### config.mk
export PLATFORM = sky130hd
export DESIGN_NAME = axi_parity_guard
export DESIGN_NICKNAME = d
export VERILOG_FILES = /design/src/hw/parity_chk_pkg.sv /design/src/hw/axi_parity_guard.sv /design/src/hw/odd_parity_gen.sv
export SDC_FILE = /design/constraint.sdc
export NUM_CORES = 1
export LEC_CHECK = 0
export BUFFER_PORTS_ARGS = -buffer_cell sky130_fd_sc_hd__buf_2
export CAP_MARGIN = 30
export CORE_UTILIZATION = 30
export DETAILED_ROUTE_END_ITERATION = 10
export PLACE_DENSITY = 0.72
export SLEW_MARGIN = 20
export SYNTH_ARGS = -nofsm -noshare
export SYNTH_HDL_FRONTEND = slang
export SYNTH_HIERARCHICAL = 1
export SYNTH_SLANG_ARGS = --single-unit
### constraint.sdc
create_clock -name sys_clk -period 1.3 [get_ports sys_clk]
set_input_delay 0.13 -clock sys_clk [delete_from_list [all_inputs] [get_ports sys_clk]]
set_output_delay 0.13 -clock sys_clk [all_outputs]
set_load 0.05 [all_outputs]
### src/hw/parity_chk_pkg.sv
package parity_chk_pkg;
  // ****************************************
  // widths of the covered field groups
  // ****************************************
  // size 3, burst 2, lock 1, prot 3 -> nine bits
  localparam int CTL0_W = 9;
  // domain 2, snoop 4, unique 1, barrier 2 -> nine bits
  localparam int CTL2_W = 9;
  // bits covered by one check bit of a wide check signal
  localparam int BYTE_W = 8;
  // reset values of the registered outputs; handshake checks take the inverse of RST_CHK
  localparam logic RST_CHK = 1'h0;
  localparam logic RST_ERR = 1'h0;
endpackage : parity_chk_pkg

### src/hw/axi_parity_guard.sv
`timescale 1ns/1ps
// ****************************************
// parity check signals for a write/read address master
// ****************************************
// Behaviour
// - checks generated and sampled on one clock
// - check correct whenever its enable holds
// - one odd bit over write control group
// - one odd bit over read control group
// - one odd bit over write coherency group
// - check plus covered bits have odd count
// - check bit n covers byte n
// - handshake check is inverted signal
// - absent signals count low, empty checks omitted
module axi_parity_guard #(
  parameter int ADDR_W = 32,
  parameter int DATA_W = 64
) (
  // clock and reset
  input wire logic sys_clk,
  input wire logic srst,
  // write address, master side
  input wire logic aw_valid,
  input wire logic [ADDR_W-1:0] aw_addr,
  input wire logic [2:0] aw_size,
  input wire logic [1:0] aw_burst,
  input wire logic aw_lock,
  input wire logic [2:0] aw_prot,
  input wire logic [1:0] aw_domain,
  input wire logic [3:0] aw_snoop,
  input wire logic aw_unique,
  input wire logic [1:0] aw_bar,
  // read address, master side
  input wire logic ar_valid,
  input wire logic [2:0] ar_size,
  input wire logic [1:0] ar_burst,
  input wire logic ar_lock,
  input wire logic [2:0] ar_prot,
  // read data received from the slave, with its checks
  input wire logic r_valid,
  input wire logic [DATA_W-1:0] r_data,
  input wire logic [(DATA_W+7)/8-1:0] r_data_chk,
  input wire logic r_valid_chk,
  // registered outgoing checks
  output logic aw_valid_chk,
  output logic [(ADDR_W+7)/8-1:0] aw_addr_chk,
  output logic aw_ctl0_chk,
  output logic aw_ctl2_chk,
  output logic ar_valid_chk,
  output logic ar_ctl0_chk,
  // registered error flags from the receive side
  output logic r_data_err,
  output logic r_valid_err
);
  localparam int AB = (ADDR_W + 7) / 8;
  localparam int DB = (DATA_W + 7) / 8;

  // ****************************************
  // parity generators
  // ****************************************
  // note: registered outputs shift the check one cycle after the
  // payload; the system is expected to register payload alongside
  logic [AB-1:0] addr_par;
  logic [0:0] ctl0_w_par;
  logic [0:0] ctl2_w_par;
  logic [0:0] ctl0_r_par;
  logic [DB-1:0] rdata_par;

  // a short top lane counts its missing bits low
  odd_parity_gen #(
    .W(ADDR_W),
    .LANE_W(parity_chk_pkg::BYTE_W)
  ) u_addr (
    .payload(aw_addr),
    .chk(addr_par)
  );
  // write control group in one bit
  // nine bits in one lane: a byte lane would split the group in two
  odd_parity_gen #(
    .W(parity_chk_pkg::CTL0_W),
    .LANE_W(parity_chk_pkg::CTL0_W)
  ) u_wctl0 (
    .payload({aw_size, aw_burst, aw_lock, aw_prot}),
    .chk(ctl0_w_par)
  );
  odd_parity_gen #(
    .W(parity_chk_pkg::CTL2_W),
    .LANE_W(parity_chk_pkg::CTL2_W)
  ) u_wctl2 (
    .payload({aw_domain, aw_snoop, aw_unique, aw_bar}),
    .chk(ctl2_w_par)
  );
  // read control group in one bit
  odd_parity_gen #(
    .W(parity_chk_pkg::CTL0_W),
    .LANE_W(parity_chk_pkg::CTL0_W)
  ) u_rctl0 (
    .payload({ar_size, ar_burst, ar_lock, ar_prot}),
    .chk(ctl0_r_par)
  );
  // recompute on received data
  odd_parity_gen #(
    .W(DATA_W),
    .LANE_W(parity_chk_pkg::BYTE_W)
  ) u_rdata (
    .payload(r_data),
    .chk(rdata_par)
  );

  // ****************************************
  // next values
  // ****************************************
  logic next_aw_valid_chk;
  logic [AB-1:0] next_aw_addr_chk;
  logic next_aw_ctl0_chk;
  logic next_aw_ctl2_chk;
  logic next_ar_valid_chk;
  logic next_ar_ctl0_chk;
  logic next_r_data_err;
  logic next_r_valid_err;

  // combinational next state
  always_comb
  begin
    next_aw_valid_chk = ~aw_valid;
    next_ar_valid_chk = ~ar_valid;
    // payload checks driven every cycle, valid-qualified use
    next_aw_addr_chk = addr_par;
    next_aw_ctl0_chk = ctl0_w_par[0];
    next_aw_ctl2_chk = ctl2_w_par[0];
    next_ar_ctl0_chk = ctl0_r_par[0];
    // data compare only while r_valid holds, valid check compared every cycle; flags are per cycle
    next_r_data_err = r_valid && (r_data_chk != rdata_par);
    next_r_valid_err = (r_valid_chk == r_valid);
  end

  // ****************************************
  // output registers
  // ****************************************
  // reset leaves handshake checks high, as for an idle valid
  // all state on sys_clk
  always_ff @(posedge sys_clk)
  begin
    if (srst)
    begin
      aw_valid_chk <= ~parity_chk_pkg::RST_CHK;
      aw_addr_chk <= {AB{parity_chk_pkg::RST_CHK}};
      aw_ctl0_chk <= parity_chk_pkg::RST_CHK;
      aw_ctl2_chk <= parity_chk_pkg::RST_CHK;
      ar_valid_chk <= ~parity_chk_pkg::RST_CHK;
      ar_ctl0_chk <= parity_chk_pkg::RST_CHK;
      r_data_err <= parity_chk_pkg::RST_ERR;
      r_valid_err <= parity_chk_pkg::RST_ERR;
    end
    else
    begin
      aw_valid_chk <= next_aw_valid_chk;
      aw_addr_chk <= next_aw_addr_chk;
      aw_ctl0_chk <= next_aw_ctl0_chk;
      aw_ctl2_chk <= next_aw_ctl2_chk;
      ar_valid_chk <= next_ar_valid_chk;
      ar_ctl0_chk <= next_ar_ctl0_chk;
      r_data_err <= next_r_data_err;
      r_valid_err <= next_r_valid_err;
    end
  end

  // ****************************************
  // checks
  // ****************************************
  // write valid inverted
  chk_valid_invert: assert property (
    @(posedge sys_clk) disable iff (srst) !$past(srst) |-> aw_valid_chk == !$past(aw_valid))
    else $error("aw valid check not inverted");
  chk_ctl0_odd: assert property (
    @(posedge sys_clk) disable iff (srst)
    $past(aw_valid) && !$past(srst) |->
      ^{aw_ctl0_chk, $past(aw_size), $past(aw_burst), $past(aw_lock), $past(aw_prot)})
    else $error("write control parity even");
  chk_ctl2_odd: assert property (
    @(posedge sys_clk) disable iff (srst)
    $past(aw_valid) && !$past(srst) |->
      ^{aw_ctl2_chk, $past(aw_domain), $past(aw_snoop), $past(aw_unique), $past(aw_bar)})
    else $error("coherency parity even");
  chk_rctl0_odd: assert property (
    @(posedge sys_clk) disable iff (srst)
    $past(ar_valid) && !$past(srst) |->
      ^{ar_ctl0_chk, $past(ar_size), $past(ar_burst), $past(ar_lock), $past(ar_prot)})
    else $error("read control parity even");
  chk_addr_byte0: assert property (
    @(posedge sys_clk) disable iff (srst)
    $past(aw_valid) && !$past(srst) |-> ^{aw_addr_chk[0], $past(aw_addr[7:0])})
    else $error("address byte zero parity even");
  chk_addr_top: assert property (
    @(posedge sys_clk) disable iff (srst)
    $past(aw_valid) && !$past(srst) |->
      ^{aw_addr_chk[AB-1], $past(aw_addr[ADDR_W-1:(AB-1)*parity_chk_pkg::BYTE_W])})
    else $error("address top lane parity even");
  chk_rvalid_inv: assert property (
    @(posedge sys_clk) disable iff (srst) !$past(srst) |-> ar_valid_chk != $past(ar_valid))
    else $error("ar valid check not inverted");

  // ****************************************
  // receive side checks
  // ****************************************
  // bad lane 0 flagged
  chk_rdata_err: assert property (
    @(posedge sys_clk) disable iff (srst)
    r_valid && ^{r_data_chk[0], r_data[7:0]} == 1'b0 |=> r_data_err)
    else $error("read data error not flagged");
  chk_rdata_quiet: assert property (
    @(posedge sys_clk) disable iff (srst) !r_valid |=> !r_data_err)
    else $error("error flagged without valid");
  chk_rverr_flag: assert property (
    @(posedge sys_clk) disable iff (srst) r_valid_chk == r_valid |=> r_valid_err)
    else $error("valid check error not flagged");
  chk_rverr_quiet: assert property (
    @(posedge sys_clk) disable iff (srst) r_valid_chk != r_valid |=> !r_valid_err)
    else $error("valid check error without cause");
endmodule : axi_parity_guard

### src/hw/odd_parity_gen.sv
`timescale 1ns/1ps
// odd parity per lane, top lane takes the leftover bits
module odd_parity_gen #(
  parameter int W = 8,
  // bits per lane; a control group rides in one lane as wide as itself
  parameter int LANE_W = parity_chk_pkg::BYTE_W
) (
  // payload in
  input wire logic [W-1:0] payload,
  // one check bit per lane
  output logic [(W+LANE_W-1)/LANE_W-1:0] chk
);
  // lane count, rounded up so a partial top lane still gets a bit
  localparam int N = (W + LANE_W - 1) / LANE_W;

  // ****************************************
  // lane parity
  // ****************************************
  // lane n covers bits LANE_W*n+LANE_W-1..LANE_W*n
  always_comb
  begin
    chk = '0;
    for (int n = 0; n < N; n++)
    begin
      chk[n] = 1'b1;
      for (int b = 0; b < LANE_W; b++)
      begin
        // bits past the payload count as low
        if (n * LANE_W + b < W)
        begin
          chk[n] = chk[n] ^ payload[n * LANE_W + b];
        end
      end
    end
  end
endmodule : odd_parity_gen

==> flow_summary.html <==
<table>
<tr><th>Metric</th><th>Value</th></tr>
<tr><th colspan="2">Outcome</th></tr>
<tr><td>Run status</td><td>finished, final reports clean</td></tr>
<tr><th colspan="2">Critical path</th></tr>
<tr><td>Chain of cells forming the critical path</td><td>buf_2, xnor2_1, xnor2_1, xnor2_1, xor2_1, nor4_2, a21oi_1</td></tr>
<tr><td>CP bufs+invs</td><td>1</td></tr>
<tr><td>Kind of start point of the critical path</td><td>input port</td></tr>
<tr><td>Critical Setup Path Class</td><td>input port to flop</td></tr>
<tr><td>Max stage delay on crit path</td><td>approximately 0.30 ns</td></tr>
<tr><td>Critical path endpoint category</td><td>flop</td></tr>
<tr><td>Data arrival time of the worst path</td><td>1.24 ns</td></tr>
<tr><td>CP max stage cell</td><td>sky130_fd_sc_hd__nor4_2</td></tr>
<tr><td>Cell repeated most along the worst path</td><td>sky130_fd_sc_hd__xnor2_1</td></tr>
<tr><td>Highest net fanout along the worst path</td><td>1</td></tr>
<tr><td>Kind of cell adding the most delay to the critical path</td><td>XOR/XNOR gates</td></tr>
<tr><td>Required arrival time at the worst endpoint</td><td>1.41 ns</td></tr>
<tr><th colspan="2">Synthesis</th></tr>
<tr><td>Instance count of the mapped netlist</td><td>140</td></tr>
<tr><td>Number of register bits inferred by synthesis</td><td>11</td></tr>
<tr><td>Leading post-synthesis cells by instance count</td><td>sky130_fd_sc_hd__xnor2_1, sky130_fd_sc_hd__xor2_1, sky130_fd_sc_hd__dfxtp_1</td></tr>
<tr><td>Cell variety after synth</td><td>10</td></tr>
<tr><td>Leading cell types by total area after synthesis</td><td>sky130_fd_sc_hd__xnor2_1, sky130_fd_sc_hd__dfxtp_1, sky130_fd_sc_hd__xor2_1</td></tr>
<tr><td>Most frequently used cell type in the post-synthesis netlist</td><td>sky130_fd_sc_hd__xnor2_1</td></tr>
<tr><td>Count of yosys warnings during synthesis</td><td>6</td></tr>
<tr><td>Share of Yosys cell area claimed by the top area cell type</td><td>61.8%</td></tr>
<tr><td>Area leader, netlist</td><td>sky130_fd_sc_hd__xnor2_1</td></tr>
<tr><td>Post-synth EDFFs</td><td>0</td></tr>
<tr><td>Synth Net Count</td><td>277</td></tr>
<tr><td>Mean cell area of the mapped netlist</td><td>just under 10 µm²</td></tr>
<tr><td>Synthesized area</td><td>0.00136 mm²</td></tr>
<tr><td>Async S/R FF share, synth</td><td>0%</td></tr>
<tr><td>Dominant synthesized flop cell</td><td>sky130_fd_sc_hd__dfxtp_1</td></tr>
<tr><td>Sequential element share of the synthesized area</td><td>between 15 and 20%</td></tr>
<tr><th colspan="2">Worst hold path</th></tr>
<tr><td>Path class of the lowest-slack min-delay path</td><td>input port to flop</td></tr>
<tr><th colspan="2">Finish</th></tr>
<tr><td>Share of cells above drive strength 1</td><td>between 50% and 60%</td></tr>
<tr><td>Share of the core filled with cells in the final layout</td><td>50.6%</td></tr>
<tr><td>Filler-free cell count of the finished design</td><td>342</td></tr>
<tr><td># nets final</td><td>428</td></tr>
<tr><td>Antenna diode count</td><td>0</td></tr>
<tr><td>Relative area change from synthesis to final layout</td><td>61.9%</td></tr>
<tr><th colspan="2">Power and ir drop</th></tr>
<tr><td>Register share of total power</td><td>between 20% and 30%</td></tr>
<tr><td>Maximum vdd ir drop</td><td>339 µV</td></tr>
<tr><td>Total design power</td><td>2.04 mW</td></tr>
<tr><td>Total power per unit cell area</td><td>925 mW/mm²</td></tr>
<tr><td>Internal Dissipation</td><td>1.28 mW</td></tr>
<tr><td>Switching component of the power</td><td>0.759 mW</td></tr>
<tr><td>Clock network power share</td><td>between 10% and 20%</td></tr>
<tr><td>Leakage power</td><td>1.04 nW</td></tr>
<tr><td>Net switching fraction of the power</td><td>37.3%</td></tr>
<tr><td>Combinational fraction of design power</td><td>a little under two thirds</td></tr>
<tr><th colspan="2">Route</th></tr>
<tr><td>Number of DRC markers after the initial detailed-route iteration</td><td>11</td></tr>
<tr><td>Post-detailed-route wirelength per cell</td><td>9.02 µm</td></tr>
<tr><td>Via total after detailed routing</td><td>1,392</td></tr>
<tr><td>DRC Markers</td><td>0</td></tr>
<tr><td>Number of nets with antenna violations after detailed routing</td><td>0</td></tr>
<tr><td>DR vias/cell</td><td>4.07</td></tr>
<tr><td>Drt first pass iters</td><td>4</td></tr>
<tr><td>Routed wire length</td><td>3080 µm</td></tr>
<tr><th colspan="2">Timing</th></tr>
<tr><td>Number of hold violations in the final report</td><td>0</td></tr>
<tr><td>Tightest hold margin</td><td>0.0628 ns</td></tr>
<tr><td>Max Fclk</td><td>883 MHz</td></tr>
<tr><td>Fin crit share</td><td>87.1%</td></tr>
<tr><td>Slew at the pin closest to its max-slew limit</td><td>0.258 ns</td></tr>
<tr><td>Remaining max-slew budget at the tightest pin</td><td>82.9%</td></tr>
<tr><td>Count of endpoints failing setup in the final report</td><td>0</td></tr>
<tr><td>Tmin final</td><td>1.13 ns</td></tr>
<tr><td>Number of max-slew violations in the final report</td><td>0</td></tr>
<tr><td>Unrepaired setup endpoints after global routing</td><td>false</td></tr>
<tr><th colspan="2">Clock network</th></tr>
<tr><td>Clock net sink count</td><td>11</td></tr>
<tr><td>Clock tree root driver cell</td><td>sky130_fd_sc_hd__clkbuf_8</td></tr>
<tr><td>Number of buffers on the longest clock path</td><td>2</td></tr>
<tr><td>Clock input transition at the sequential cells of the worst setup and hold paths</td><td>0.05 ns</td></tr>
<tr><td>TritonCTS clock tree</td><td>built</td></tr>
<tr><td>Post-CTS setup buffer count</td><td>0</td></tr>
<tr><td>Total number of H-tree levels</td><td>1</td></tr>
<tr><td>Total CTS buffers</td><td>3</td></tr>
<tr><td>Count of hold buffers inserted by post-cts repair</td><td>0</td></tr>
<tr><td>Post-cts gate resize count</td><td>0</td></tr>
<tr><th colspan="2">Global route</th></tr>
<tr><td>Overall global routing resource usage</td><td>12.2%</td></tr>
<tr><td>Largest net degree at the start of global routing</td><td>12</td></tr>
<tr><td>Number of global-route vias before repair</td><td>1,280</td></tr>
<tr><td>First-pass GRT wire length</td><td>~4900 µm</td></tr>
<tr><td>Gr ovfl total</td><td>0</td></tr>
<tr><td>Initial antenna violation count</td><td>0</td></tr>
<tr><th colspan="2">Floorplanning</th></tr>
<tr><td>Area of the die</td><td>between 0.004 and 0.005 mm²</td></tr>
<tr><td>Standard-cell rows</td><td>24</td></tr>
<tr><td>Die W</td><td>69.3 µm</td></tr>
<tr><td>DIE HEIGHT</td><td>69.3 µm</td></tr>
<tr><td>Initial standard-cell utilization of the core</td><td>31.2%</td></tr>
<tr><td>Area of the core</td><td>0.00435 mm²</td></tr>
<tr><td>Number of I/O pins</td><td>approximately 150</td></tr>
<tr><th colspan="2">Placed design</th></tr>
<tr><td>Final weighted congestion in routability-driven placement</td><td>0.768</td></tr>
<tr><td>Half-perimeter wire length of the detailed placement result</td><td>2950 µm</td></tr>
<tr><td>Port bufs</td><td>147</td></tr>
<tr><td># placed instances</td><td>around 340</td></tr>
<tr><th colspan="2">Flow run</th></tr>
<tr><td>Maximum Capacitance Violations</td><td>0</td></tr>
</table>
[cell families after synthesis]
group	Yosys count	share of synthesized area, %
DFF	11	16.2
buffers and inverters	1	0.276
xor gates and xnor gates	114	76.4
AOI/OAI and AO/OA	1	0.368
and+or+nand+nor	13	6.72
[power groups by stage]
stage / Sequential, mW / Clock, mW / Combinational (mW)
CTS: 0.413 / 0.341 / 1.32
global route: 0.416 / 0.358 / 1.41
detailed placement: 0.420 / 0 / 1.31
finish: 0.413 / 0.326 / 1.30
global placement: 0.417 / 0 / 1.30
floorplan: 0.643 / 0 / 0.729
[per-stage QoR]
step	setup WS (ns)	TNS (ns)	instance area (µm²)
floorplan	0.143	0	1360
global placement	-0.102	-0.102	2160
detailed placement	-0.127	-0.127	2160
CTS	0.112	0	2200
global route	0.0469	0	2200
finish	0.168	0	2200
[cell type report]
cell class / instances / area (µm²)
sequential: 11 / 220
multi-input combinational: 128 / 1140
timing repair buffer: 147 / 736
tap: 52 / 65.1
fill: 401 / 2150
clock buffer: 4 / 45.0
[final timing paths]
kind / start / end / slack [ns] / depth (start not counted)
worst min-delay path: aw_valid / aw_valid_chk$_SDFF_PP1_ / 0.06 / 2
worst max-delay path: r_data[53] / r_data_err$_SDFF_PP0_ / 0.17 / 7
[state kept, by name, indices dropped and copies added (netlist names)]
name / count
aw_addr_chk: 4
ar_ctl0_chk: 1
ar_valid_chk: 1
aw_ctl0_chk: 1
aw_ctl2_chk: 1
aw_valid_chk: 1
r_data_err: 1
r_valid_err: 1
[metal layers]
metal	vias up	share of wire [%]	GRT usage (%)
met2	82	58	26.3
met4	0	1.3	3.40
met5	-	0	0
li1	727	-	-
met3	4	8.0	1.31
met1	579	33	11.6
[layout by cell type, fill, tap and decap left out, drive strengths merged, types with 2 or more instances in the layout]
| master | n |
|---|---|
| xnor2 | 96 |
| nor2b | 7 |
| buf | 147 |
| xnor3 | 3 |
| dfxtp | 11 |
| nor4 | 2 |
| xor2 | 15 |
| clkbuf | 4 |
| nand2b | 3 |
Power figures use the tool's default switching activity.
